File: src/verilog/rtcw_pkg.sv
// constants and carriers for the reset timing and configuration word block
package rtcw_pkg;
  // clock and start-up timing
  localparam int CLK_FREQ_MHZ      = 100;
  localparam int PWRUP_DELAY_MS    = 72;
  localparam int PWRUP_CYCLES      = PWRUP_DELAY_MS * 1000 * CLK_FREQ_MHZ;
  localparam int PWRUP_WIDTH       = 23;
  localparam int OSCST_OSC_TICKS   = 1024;
  localparam int OSCST_WIDTH       = 11;
  localparam int WDOG_RC_TICKS     = 2048;
  localparam int WDOG_WIDTH        = 12;
  // configuration word and its address space
  localparam logic [13:0] CFG_WORD_ADDR  = 14'h2007;
  localparam logic [13:0] CFG_SPACE_LO   = 14'h2000;
  localparam logic [13:0] CFG_WORD_RESET = 14'h3FFF;
  localparam logic [13:0] CFG_SPACE_IDLE = 14'h3FFF;
  localparam logic [13:0] USER_SPACE_RD  = 14'h0000;
  // field positions in the configuration word
  localparam int CFG_PROTECT_BIT  = 13;
  localparam int CFG_BO_EN_BIT    = 6;
  localparam int CFG_MCLRE_BIT    = 5;
  localparam int CFG_PWRUP_EN_BIT = 3;
  localparam int CFG_WDOG_EN_BIT  = 2;

  typedef enum logic [2:0] {
    ST_HOLD  = 3'b000,
    ST_PWRUP = 3'b001,
    ST_OSCST = 3'b010,
    ST_RUN   = 3'b011,
    ST_SLEEP = 3'b100
  } rtcw_state_e;

  // decoded device options, all active high
  typedef struct packed {
    logic code_protect;
    logic brownout_en;
    logic mclr_en;
    logic pwrup_en;
    logic wdog_en;
  } rtcw_cfg_s;

  // cause of the last reset or wake
  typedef struct packed {
    logic power_on;
    logic brownout;
    logic external;
    logic watchdog;
    logic wake;
  } rtcw_cause_s;
endpackage : rtcw_pkg

File: src/verilog/rtcw_reset_seq.sv
// reset sequencing, watchdog, sleep wake-up and configuration word store
// Overview of operation
// - the watchdog is switched on by a configuration bit and counts ticks of its own RC oscillator.
// - the oscillator start-up timer holds the core in reset, or stopped after a sleep wake, until the crystal has run long enough.
// - after power-up only, a 72 ms delay keeps the core in reset while the supply settles.
// - a detected brown-out forces a device reset.
// - sleep ends on an external reset, a watchdog wake-up or an interrupt.
// - a configuration bit reads 0 when programmed and 1 when erased, and options follow it.
// - the configuration word lives at address 2007h, outside user program space.
// - the range 2000h-3FFFh is reachable only in programming mode.
// - configuration bit 13 at 0 code-protects program memory from address zero, at 1 leaves it open.
`timescale 1ns/1ps
module rtcw_reset_seq #(
  parameter int PWRUP_CYCLES = rtcw_pkg::PWRUP_CYCLES
) (
  // clock and power-on reset
  input  wire logic          ref_clk,
  input  wire logic          resetn,
  // reset and wake sources
  input  wire logic          ext_reset_n,
  input  wire logic          brownout_detect,
  input  wire logic          irq_pending,
  // oscillators, sampled as levels
  input  wire logic          xtal_osc,
  input  wire logic          wdog_rc_osc,
  // core requests
  input  wire logic          sleep_req,
  input  wire logic          wdog_clear,
  // programming port
  input  wire logic          prog_mode,
  input  wire logic          prog_wr,
  input  wire logic          prog_rd,
  input  wire logic [13:0]   prog_addr,
  input  wire logic [13:0]   prog_wdata,
  output logic [13:0]        prog_rdata,
  output logic               prog_rvalid,
  // core control and status
  output logic               cpu_reset_n,
  output logic               cpu_run,
  output logic               wake_pulse,
  output rtcw_pkg::rtcw_cfg_s   cfg,
  output rtcw_pkg::rtcw_cause_s cause
);
  rtcw_pkg::rtcw_state_e state_reg, state_next;
  logic                  por_reg, por_next;
  logic                  waking_reg, waking_next;
  logic                  rst_n_reg, rst_n_next;
  logic                  run_reg, run_next;
  logic                  wake_reg, wake_next;
  rtcw_pkg::rtcw_cause_s cause_reg, cause_next;
  logic [13:0]           cfg_word_reg, cfg_word_next;
  rtcw_pkg::rtcw_cfg_s   cfg_reg, cfg_next;
  logic [13:0]           rdata_reg, rdata_next;
  logic                  rvalid_reg, rvalid_next;
  logic                  xtal_prev_reg, rc_prev_reg;
  logic                  xtal_tick, rc_tick;
  logic                  pwrup_done, oscst_done, wdog_done;
  logic                  wdog_clr, wdog_fire, ext_rst, bo_rst, rst_src;
  logic [22:0]           pwrup_seen_reg, pwrup_seen_next;

  assign xtal_tick = xtal_osc && !xtal_prev_reg;
  assign rc_tick   = wdog_rc_osc && !rc_prev_reg;

  // reset sources; programming mode also holds the core
  assign ext_rst   = !ext_reset_n && cfg_reg.mclr_en;
  assign bo_rst    = brownout_detect && cfg_reg.brownout_en;
  assign rst_src   = prog_mode || ext_rst || bo_rst;
  assign wdog_fire = cfg_reg.wdog_en && wdog_done;
  // watchdog restarts on clear, on sleep entry and whenever it is not watching
  assign wdog_clr  = wdog_clear || !cfg_reg.wdog_en
                  || (state_reg == rtcw_pkg::ST_RUN && sleep_req)
                  || !(state_reg == rtcw_pkg::ST_RUN || state_reg == rtcw_pkg::ST_SLEEP);

  rtcw_tick_counter #(.WIDTH(rtcw_pkg::PWRUP_WIDTH)) u_pwrup (
    .ref_clk (ref_clk),
    .resetn  (resetn),
    .clear   (state_reg != rtcw_pkg::ST_PWRUP),
    .tick    (1'b1),
    .limit   (rtcw_pkg::PWRUP_WIDTH'(PWRUP_CYCLES)),
    .done    (pwrup_done)
  );

  rtcw_tick_counter #(.WIDTH(rtcw_pkg::OSCST_WIDTH)) u_oscst (
    .ref_clk (ref_clk),
    .resetn  (resetn),
    .clear   (state_reg != rtcw_pkg::ST_OSCST),
    .tick    (xtal_tick),
    .limit   (rtcw_pkg::OSCST_WIDTH'(rtcw_pkg::OSCST_OSC_TICKS)),
    .done    (oscst_done)
  );

  // rc ticks only, so the timeout holds even if the main clock source drifts
  rtcw_tick_counter #(.WIDTH(rtcw_pkg::WDOG_WIDTH)) u_wdog (
    .ref_clk (ref_clk),
    .resetn  (resetn),
    .clear   (wdog_clr),
    .tick    (rc_tick),
    .limit   (rtcw_pkg::WDOG_WIDTH'(rtcw_pkg::WDOG_RC_TICKS)),
    .done    (wdog_done)
  );

  // sequencer
  always_comb begin
    state_next  = state_reg;
    por_next    = por_reg;
    waking_next = waking_reg;
    cause_next  = cause_reg;
    wake_next   = 1'b0;
    case (state_reg)
      rtcw_pkg::ST_HOLD: begin
        if (!rst_src) begin
          por_next   = 1'b0;
          state_next = (por_reg && cfg_reg.pwrup_en) ? rtcw_pkg::ST_PWRUP
                                                     : rtcw_pkg::ST_OSCST;
        end
      end
      rtcw_pkg::ST_PWRUP: begin
        if (pwrup_done) begin
          state_next = rtcw_pkg::ST_OSCST;
        end
      end
      rtcw_pkg::ST_OSCST: begin
        if (oscst_done) begin
          state_next  = rtcw_pkg::ST_RUN;
          wake_next   = waking_reg;
          waking_next = 1'b0;
        end
      end
      rtcw_pkg::ST_RUN: begin
        if (wdog_fire) begin
          state_next = rtcw_pkg::ST_HOLD;
          cause_next = '{power_on: 1'b0, brownout: 1'b0, external: 1'b0,
                         watchdog: 1'b1, wake: 1'b0};
        end else if (sleep_req) begin
          state_next = rtcw_pkg::ST_SLEEP;
        end
      end
      rtcw_pkg::ST_SLEEP: begin
        if (wdog_fire || irq_pending) begin
          state_next  = rtcw_pkg::ST_OSCST;
          waking_next = 1'b1;
          cause_next  = '{power_on: 1'b0, brownout: 1'b0, external: 1'b0,
                          watchdog: wdog_fire, wake: 1'b1};
        end
      end
      default: begin
        state_next = rtcw_pkg::ST_HOLD;
      end
    endcase
    // any reset source overrides the sequence, including an external reset in sleep
    if (rst_src) begin
      state_next  = rtcw_pkg::ST_HOLD;
      waking_next = 1'b0;
      wake_next   = 1'b0;
      cause_next  = '{power_on: por_reg, brownout: bo_rst, external: ext_rst,
                      watchdog: 1'b0, wake: 1'b0};
    end
    // a wake restarts the crystal but the core keeps its context
    rst_n_next = (state_next == rtcw_pkg::ST_RUN) || (state_next == rtcw_pkg::ST_SLEEP)
              || waking_next;
    run_next   = (state_next == rtcw_pkg::ST_RUN);
  end

  always_ff @(posedge ref_clk or negedge resetn) begin
    if (!resetn) begin
      state_reg     <= rtcw_pkg::ST_HOLD;
      por_reg       <= 1'b1;
      waking_reg    <= 1'b0;
      rst_n_reg     <= 1'b0;
      run_reg       <= 1'b0;
      wake_reg      <= 1'b0;
      cause_reg     <= '{power_on: 1'b1, brownout: 1'b0, external: 1'b0,
                         watchdog: 1'b0, wake: 1'b0};
      xtal_prev_reg <= 1'b0;
      rc_prev_reg   <= 1'b0;
    end else begin
      state_reg     <= state_next;
      por_reg       <= por_next;
      waking_reg    <= waking_next;
      rst_n_reg     <= rst_n_next;
      run_reg       <= run_next;
      wake_reg      <= wake_next;
      cause_reg     <= cause_next;
      xtal_prev_reg <= xtal_osc;
      rc_prev_reg   <= wdog_rc_osc;
    end
  end

  // check helper: cycles spent in the power-up delay
  always_comb begin
    pwrup_seen_next = '0;
    if (state_reg == rtcw_pkg::ST_PWRUP) begin
      pwrup_seen_next = pwrup_seen_reg + 23'h000001;
    end
  end

  always_ff @(posedge ref_clk or negedge resetn) begin
    if (!resetn) begin
      pwrup_seen_reg <= '0;
    end else begin
      pwrup_seen_reg <= pwrup_seen_next;
    end
  end

  // configuration word store and programming access
  always_comb begin
    cfg_word_next = cfg_word_reg;
    rdata_next    = rdata_reg;
    rvalid_next   = 1'b0;
    if (prog_mode && prog_wr && prog_addr == rtcw_pkg::CFG_WORD_ADDR) begin
      cfg_word_next = prog_wdata;
    end
    if (prog_mode && prog_rd) begin
      rvalid_next = 1'b1;
      if (prog_addr == rtcw_pkg::CFG_WORD_ADDR) begin
        rdata_next = cfg_word_reg;
      end else if (prog_addr >= rtcw_pkg::CFG_SPACE_LO) begin
        rdata_next = rtcw_pkg::CFG_SPACE_IDLE;
      end else begin
        rdata_next = rtcw_pkg::USER_SPACE_RD;
      end
    end
    // erased bits read 1, so enables that are active low are inverted here
    cfg_next.code_protect = !cfg_word_reg[rtcw_pkg::CFG_PROTECT_BIT];
    cfg_next.brownout_en  = cfg_word_reg[rtcw_pkg::CFG_BO_EN_BIT];
    cfg_next.mclr_en      = cfg_word_reg[rtcw_pkg::CFG_MCLRE_BIT];
    cfg_next.pwrup_en     = !cfg_word_reg[rtcw_pkg::CFG_PWRUP_EN_BIT];
    cfg_next.wdog_en      = cfg_word_reg[rtcw_pkg::CFG_WDOG_EN_BIT];
  end

  // resetn models first power; the word itself is non-volatile across device resets
  always_ff @(posedge ref_clk or negedge resetn) begin
    if (!resetn) begin
      cfg_word_reg <= rtcw_pkg::CFG_WORD_RESET;
      cfg_reg      <= '{code_protect: 1'b0, brownout_en: 1'b1, mclr_en: 1'b1,
                        pwrup_en: 1'b0, wdog_en: 1'b1};
      rdata_reg    <= '0;
      rvalid_reg   <= 1'b0;
    end else begin
      cfg_word_reg <= cfg_word_next;
      cfg_reg      <= cfg_next;
      rdata_reg    <= rdata_next;
      rvalid_reg   <= rvalid_next;
    end
  end

  assign prog_rdata  = rdata_reg;
  assign prog_rvalid = rvalid_reg;
  assign cpu_reset_n = rst_n_reg;
  assign cpu_run     = run_reg;
  assign wake_pulse  = wake_reg;
  assign cfg         = cfg_reg;
  assign cause       = cause_reg;

  // checks
  property p_cfg_read;
    @(posedge ref_clk) disable iff (!resetn)
      (prog_mode && prog_rd && !prog_wr && prog_addr == rtcw_pkg::CFG_WORD_ADDR)
      |=> prog_rvalid && prog_rdata == $past(cfg_word_reg);
  endproperty
  a_cfg_read: assert property (p_cfg_read) else $error("config word read wrong");

  property p_cfg_locked;
    @(posedge ref_clk) disable iff (!resetn)
      !prog_mode |=> $stable(cfg_word_reg) && !prog_rvalid;
  endproperty
  a_cfg_locked: assert property (p_cfg_locked) else $error("config space reached");

  property p_brownout;
    @(posedge ref_clk) disable iff (!resetn)
      (brownout_detect && cfg_reg.brownout_en) |=> !cpu_reset_n ##1 !cpu_reset_n;
  endproperty
  a_brownout: assert property (p_brownout) else $error("brown-out did not reset");

  // the helper counts every cycle spent in the delay, so a short exit shows up
  property p_pwrup_full;
    @(posedge ref_clk) disable iff (!resetn)
      (state_reg == rtcw_pkg::ST_PWRUP && state_next == rtcw_pkg::ST_OSCST)
      |-> pwrup_seen_reg == rtcw_pkg::PWRUP_WIDTH'(PWRUP_CYCLES);
  endproperty
  a_pwrup_full: assert property (p_pwrup_full) else $error("power-up delay cut short");

  property p_pwrup_skip;
    @(posedge ref_clk) disable iff (!resetn)
      (state_reg == rtcw_pkg::ST_HOLD && !rst_src && !cfg_reg.pwrup_en)
      |=> state_reg == rtcw_pkg::ST_OSCST ##1 !cpu_run;
  endproperty
  a_pwrup_skip: assert property (p_pwrup_skip) else $error("disabled delay ran");

  property p_oscst_gate;
    @(posedge ref_clk) disable iff (!resetn)
      $rose(cpu_run) |-> $past(oscst_done);
  endproperty
  a_oscst_gate: assert property (p_oscst_gate) else $error("run before crystal stable");

  property p_wdog_reset;
    @(posedge ref_clk) disable iff (!resetn)
      (state_reg == rtcw_pkg::ST_RUN && wdog_fire && !rst_src)
      |=> !cpu_reset_n && cause.watchdog;
  endproperty
  a_wdog_reset: assert property (p_wdog_reset) else $error("watchdog did not reset");

  property p_sleep_wake;
    @(posedge ref_clk) disable iff (!resetn)
      (state_reg == rtcw_pkg::ST_SLEEP && !rst_src && (irq_pending || wdog_fire))
      |=> cpu_reset_n && cause.wake && state_reg == rtcw_pkg::ST_OSCST;
  endproperty
  a_sleep_wake: assert property (p_sleep_wake) else $error("sleep wake missed");

  property p_protect_bit;
    @(posedge ref_clk) disable iff (!resetn)
      ##1 cfg.code_protect == !$past(cfg_word_reg[rtcw_pkg::CFG_PROTECT_BIT]);
  endproperty
  a_protect_bit: assert property (p_protect_bit) else $error("code protect polarity");

  c_power_up: cover property (@(posedge ref_clk) disable iff (!resetn) $rose(cpu_run));
  c_wdog_rst: cover property (@(posedge ref_clk) disable iff (!resetn)
                              state_reg == rtcw_pkg::ST_RUN && wdog_fire);
  c_wake:     cover property (@(posedge ref_clk) disable iff (!resetn) wake_pulse);
  c_prog:     cover property (@(posedge ref_clk) disable iff (!resetn)
                              prog_mode && prog_wr && prog_addr == rtcw_pkg::CFG_WORD_ADDR);
endmodule : rtcw_reset_seq

File: src/verilog/rtcw_tick_counter.sv
// saturating tick counter used by each start-up and watchdog timer
`timescale 1ns/1ps
module rtcw_tick_counter #(
  parameter int WIDTH = 8
) (
  // clock and reset
  input  wire logic             ref_clk,
  input  wire logic             resetn,
  // control
  input  wire logic             clear,
  input  wire logic             tick,
  input  wire logic [WIDTH-1:0] limit,
  // status
  output logic                  done
);
  logic [WIDTH-1:0] count_reg;
  logic [WIDTH-1:0] count_next;

  assign done = (count_reg == limit);

  always_comb begin
    count_next = count_reg;
    if (clear) begin
      count_next = '0;
    end else if (tick && !done) begin
      count_next = count_reg + WIDTH'(1);
    end
  end

  always_ff @(posedge ref_clk or negedge resetn) begin
    if (!resetn) begin
      count_reg <= '0;
    end else begin
      count_reg <= count_next;
    end
  end
endmodule : rtcw_tick_counter

File: config.mk
export PLATFORM = sky130hd
export DESIGN_NAME = rtcw_reset_seq
export DESIGN_NICKNAME = d
export VERILOG_FILES = /design/src/verilog/rtcw_pkg.sv /design/src/verilog/rtcw_reset_seq.sv /design/src/verilog/rtcw_tick_counter.sv
export SDC_FILE = /design/constraint.sdc
export NUM_CORES = 1
export LEC_CHECK = 0
export BUFFER_PORTS_ARGS = -buffer_cell sky130_fd_sc_hd__buf_2
export CORE_MARGIN = 2
export CORE_UTILIZATION = 59
export CTS_BUF_LIST = sky130_fd_sc_hd__clkbuf_4
export DETAILED_ROUTE_END_ITERATION = 7
export PLACE_DENSITY = 0.81
export SLEW_MARGIN = 0
export SYNTH_ARGS = -nofsm -noshare
export SYNTH_HDL_FRONTEND = slang
export SYNTH_SLANG_ARGS = --single-unit
File: constraint.sdc
create_clock -name ref_clk -period 2.3 [get_ports ref_clk]
set_input_delay 0.115 -clock ref_clk [delete_from_list [all_inputs] [get_ports ref_clk]]
set_output_delay 0.115 -clock ref_clk [all_outputs]
set_load 0.02 [all_outputs]
==> insert_results.sql <==
INSERT INTO impl_metrics (metric_group, metric, value, unit) VALUES
('outcome', 'run_status', 'completed', ''),
('logic_synthesis', 'synth_area', '4480', 'µm²'),
('critical_path', 'timing.critical_path.cells', 'nor4b_1 -> nand4_1 -> o21ai_0 -> a21oi_1 -> a22o_1', ''),
('route', 'detail_route.drc_violations', '0', ''),
('global_routing', 'largest_net_degree_at_the_start_of_global_routing', '58', ''),
('sta', 'tightestPinTransition', '0.590', 'ns'),
('sta', 'worst_slack', '0.328', 'ns'),
('final_layout', 'diodes', '0', ''),
('placed_design', 'routabilityCongestion', '0.843', ''),
('clock_tree', 'cts-root-buf', 'clkbuf_4', ''),
('critical_path', 'critical_path.startpoint', 'u_wdog.count_reg[2]$_DFFE_PN0P_', ''),
('floorplanning', 'die_x', '91.2', 'µm'),
('route', 'drtPass1Iterations', '4', ''),
('critical_path', 'required_time_reported_for_the_critical_path_endpoint', '2.65', 'ns'),
('floorplanning', 'initial_core_util', '61.5', '%'),
('route', 'drt-wirelength-per-cell', '15.4', 'µm'),
('logic_synthesis', 'synth_most_common_cell', 'dfrtp_1', ''),
('placed_design', 'place.port_buffers', '67', ''),
('clock_tree', 'clock_tree.htree_level_count', '3', ''),
('route', 'wirelength', '9.44', 'mm'),
('global_routing', 'antenna_found_initial', '0', ''),
('power_and_ir_drop', 'power_per_cell_area', '559', 'nW/µm²'),
('logic_synthesis', 'largest_family_of_logic_cells_by_synthesized_area', 'simple AND/OR/NAND/NOR gates', ''),
('critical_path', 'cp-end-kind', 'register', ''),
('logic_synthesis', 'yosys_register_bits', '95', ''),
('logic_synthesis', 'number_of_nets_produced_by_synthesis', '467', ''),
('sta', 'setup-violations-final', '0', ''),
('critical_path', 'cp_data_arrival_time', '2.32', 'ns'),
('final_layout', 'finalCoreUtilization', '72.6', '%'),
('sta', 'fin_worst_hold_slack', '0.0918', 'ns'),
('sta', 'timing.final.max_slew_violations', '0', ''),
('final_layout', 'final_layout_size_suffix_gt1_share', '25.9', '%'),
('logic_synthesis', 'asyncSetResetFlopFracSynth', '100', '%'),
('global_routing', 'wire_length_of_the_first_global_routing_pass', '16.2', 'mm'),
('logic_synthesis', 'synth_seq_area_share', '53.6', '%'),
('sta', 'finalHoldViolations', '0', ''),
('route', 'final_antenna_net_count', '0', ''),
('clock_tree', 'ctsLongestPathBuffers', '2', ''),
('final_layout', 'layout.cells.non_filler', '613', ''),
('power_and_ir_drop', 'peakVddDrop', '424', 'µV'),
('logic_synthesis', 'synth.top_cell.area_share', '42.4', '%'),
('logic_synthesis', 'post_synth_fa_ha_maj_area_fraction', '1.68', '%'),
('logic_synthesis', 'yosys.area_share.xor_xnor', '8.21', '%'),
('placed_design', 'dp_hpwl', '6.35', 'mm'),
('critical_path', 'regToRegEndpoint', 'cause[3]$_DFFE_PN0P_', ''),
('logic_synthesis', 'syn-mean-instance-area', '10.6', 'µm²'),
('route', 'dr_total_vias', '3437', ''),
('sta', 'final.min_clock_period', '1.97', 'ns'),
('logic_synthesis', 'synthMuxAreaShare', '6.64', '%'),
('power_and_ir_drop', 'p_leak', '2.48', 'nW'),
('clock_tree', 'tritoncts', 'built', ''),
('flow_run', 'cap_viol_max_count', '0', ''),
('final_layout', 'area.growth.synth_to_final', '18.2', '%'),
('floorplanning', 'die_area', '8310', 'µm²'),
('critical_path', 'reg2reg_depth', '5', ''),
('logic_synthesis', 'yosys.cell_types.count', '50', ''),
('final_layout', 'final_nets', '555', ''),
('clock_tree', 'worstSkewPairLatency', '0.45', 'ns'),
('critical_path', 'r2r_setup_slack', '0.33', 'ns'),
('floorplanning', 'ios', '68', ''),
('critical_path', 'worst-setup-path-type', 'reg2reg', ''),
('logic_synthesis', 'post_synth_and_or_nand_nor_area_fraction', '21.1', '%'),
('logic_synthesis', 'synth-compound-area-share', '5.92', '%'),
('global_routing', 'first_global_vias', '3523', ''),
('hold_path', 'min-delay-path-class', 'in2reg', ''),
('clock_tree', 'cts.clk_slew.worst_paths', '0.17', 'ns'),
('floorplanning', 'coreArea', '7290', 'µm²'),
('placed_design', 'placed_cells_incl_taps', '577', ''),
('logic_synthesis', 'yosys_most_used_dff', 'dfrtp_1', ''),
('clock_tree', 'cts.sink_count', '95', ''),
('critical_path', 'slowest_stage', 'nor4b_1', '');
==> placed cells by master, fill, tap and decap left out, drive strengths merged, types with 3 or more instances in the layout <==
cell,instances
a21oi,23
a311oi,3
and2,3
and3,9
and4,4
buf,73
clkbuf,9
dfrtp,76
dfstp,19
dlygate4sd3,20
ha,6
inv,19
mux2,14
mux2i,14
nand2,20
nand3,19
nand4,11
nor2,72
nor2b,4
nor3,7
nor4,10
nor4b,3
o21ai,4
xnor2,14
xor2,28
==> per-stage QoR <==
step | instance area (µm²) | total power, mW
2_1_floorplan | 4480 | 1.87
3_3_place_gp | 4930 | 1.98
3_5_place_dp | 4930 | 1.99
4_1_cts | 5290 | 2.99
5_1_grt | 5300 | 3.07
6_report | 5300 | 2.96
==> layer usage <==
metal  wire [µm]  vias up  global-route usage (%)  part of all wire (%)
li1            -     1639                       -                     -
met1        4170     1690                    31.8                    44
met2        4700       92                    40.1                    50
met3         364       16                    3.65                   3.9
met4         199        0                    10.1                   2.1
met5           0        -                       0                     0
==> where the power goes <==
part           leakage, nW  switching, mW  internal, mW
Combinational         1.20          0.153         0.103
Sequential            1.20         0.0227          1.71
Clock               0.0803          0.618         0.354
==> area by class of cell <==
type,instances,area [µm²]
Fill cell,541,2000
Tap cell,99,124
Clock buffer,9,67.6
Clock inverter,7,88.8
Multi-Input combinational cell,294,1960
Sequential cell,95,2400
Inverter,16,60.1
Timing Repair Buffer,93,596
==> critical path: cells and delay by family (launching register included) <==
family | cells | cell delay [ns]
compound gates | 3 | 0.61
flops | 1 | 0.45
simple gates | 2 | 0.81
==> kinds of logic (layout without fill, tap and decap cells) <==
logic type	after synthesis	after routing
AOI/OAI and AO/OA	41	41
muxes	28	28
buffers and inverters	32	125
and+or+nand+nor	177	177
DFF	95	95
adders and majority gates	6	6
xor gates and xnor gates	42	42
==> how the worst min path moves through the flow <==
stage               startpoint                               to  slack, ns  cells after the start
finish              wdog_clear  u_wdog.count_reg[5]$_DFFE_PN0P_       0.09                      5
global route        wdog_clear  u_wdog.count_reg[5]$_DFFE_PN0P_       0.11                      5
CTS                 wdog_clear  u_wdog.count_reg[5]$_DFFE_PN0P_       0.06                      5
detailed placement      resetn        prog_rdata[0]$_DFFE_PN0P_       0.12                      1
global placement        resetn        prog_rdata[6]$_DFFE_PN0P_       0.12                      1
floorplan               resetn             cause[0]$_DFFE_PN0P_      -0.18                      0
==> timing repair <==
action	CTS	global route
buffers inserted	0	0
setup endpoints to repair	0	2
resized for setup	0	1
hold buffers	20	0
endpoints found under the hold margin	57	0
Power figures use the tool's default switching activity.
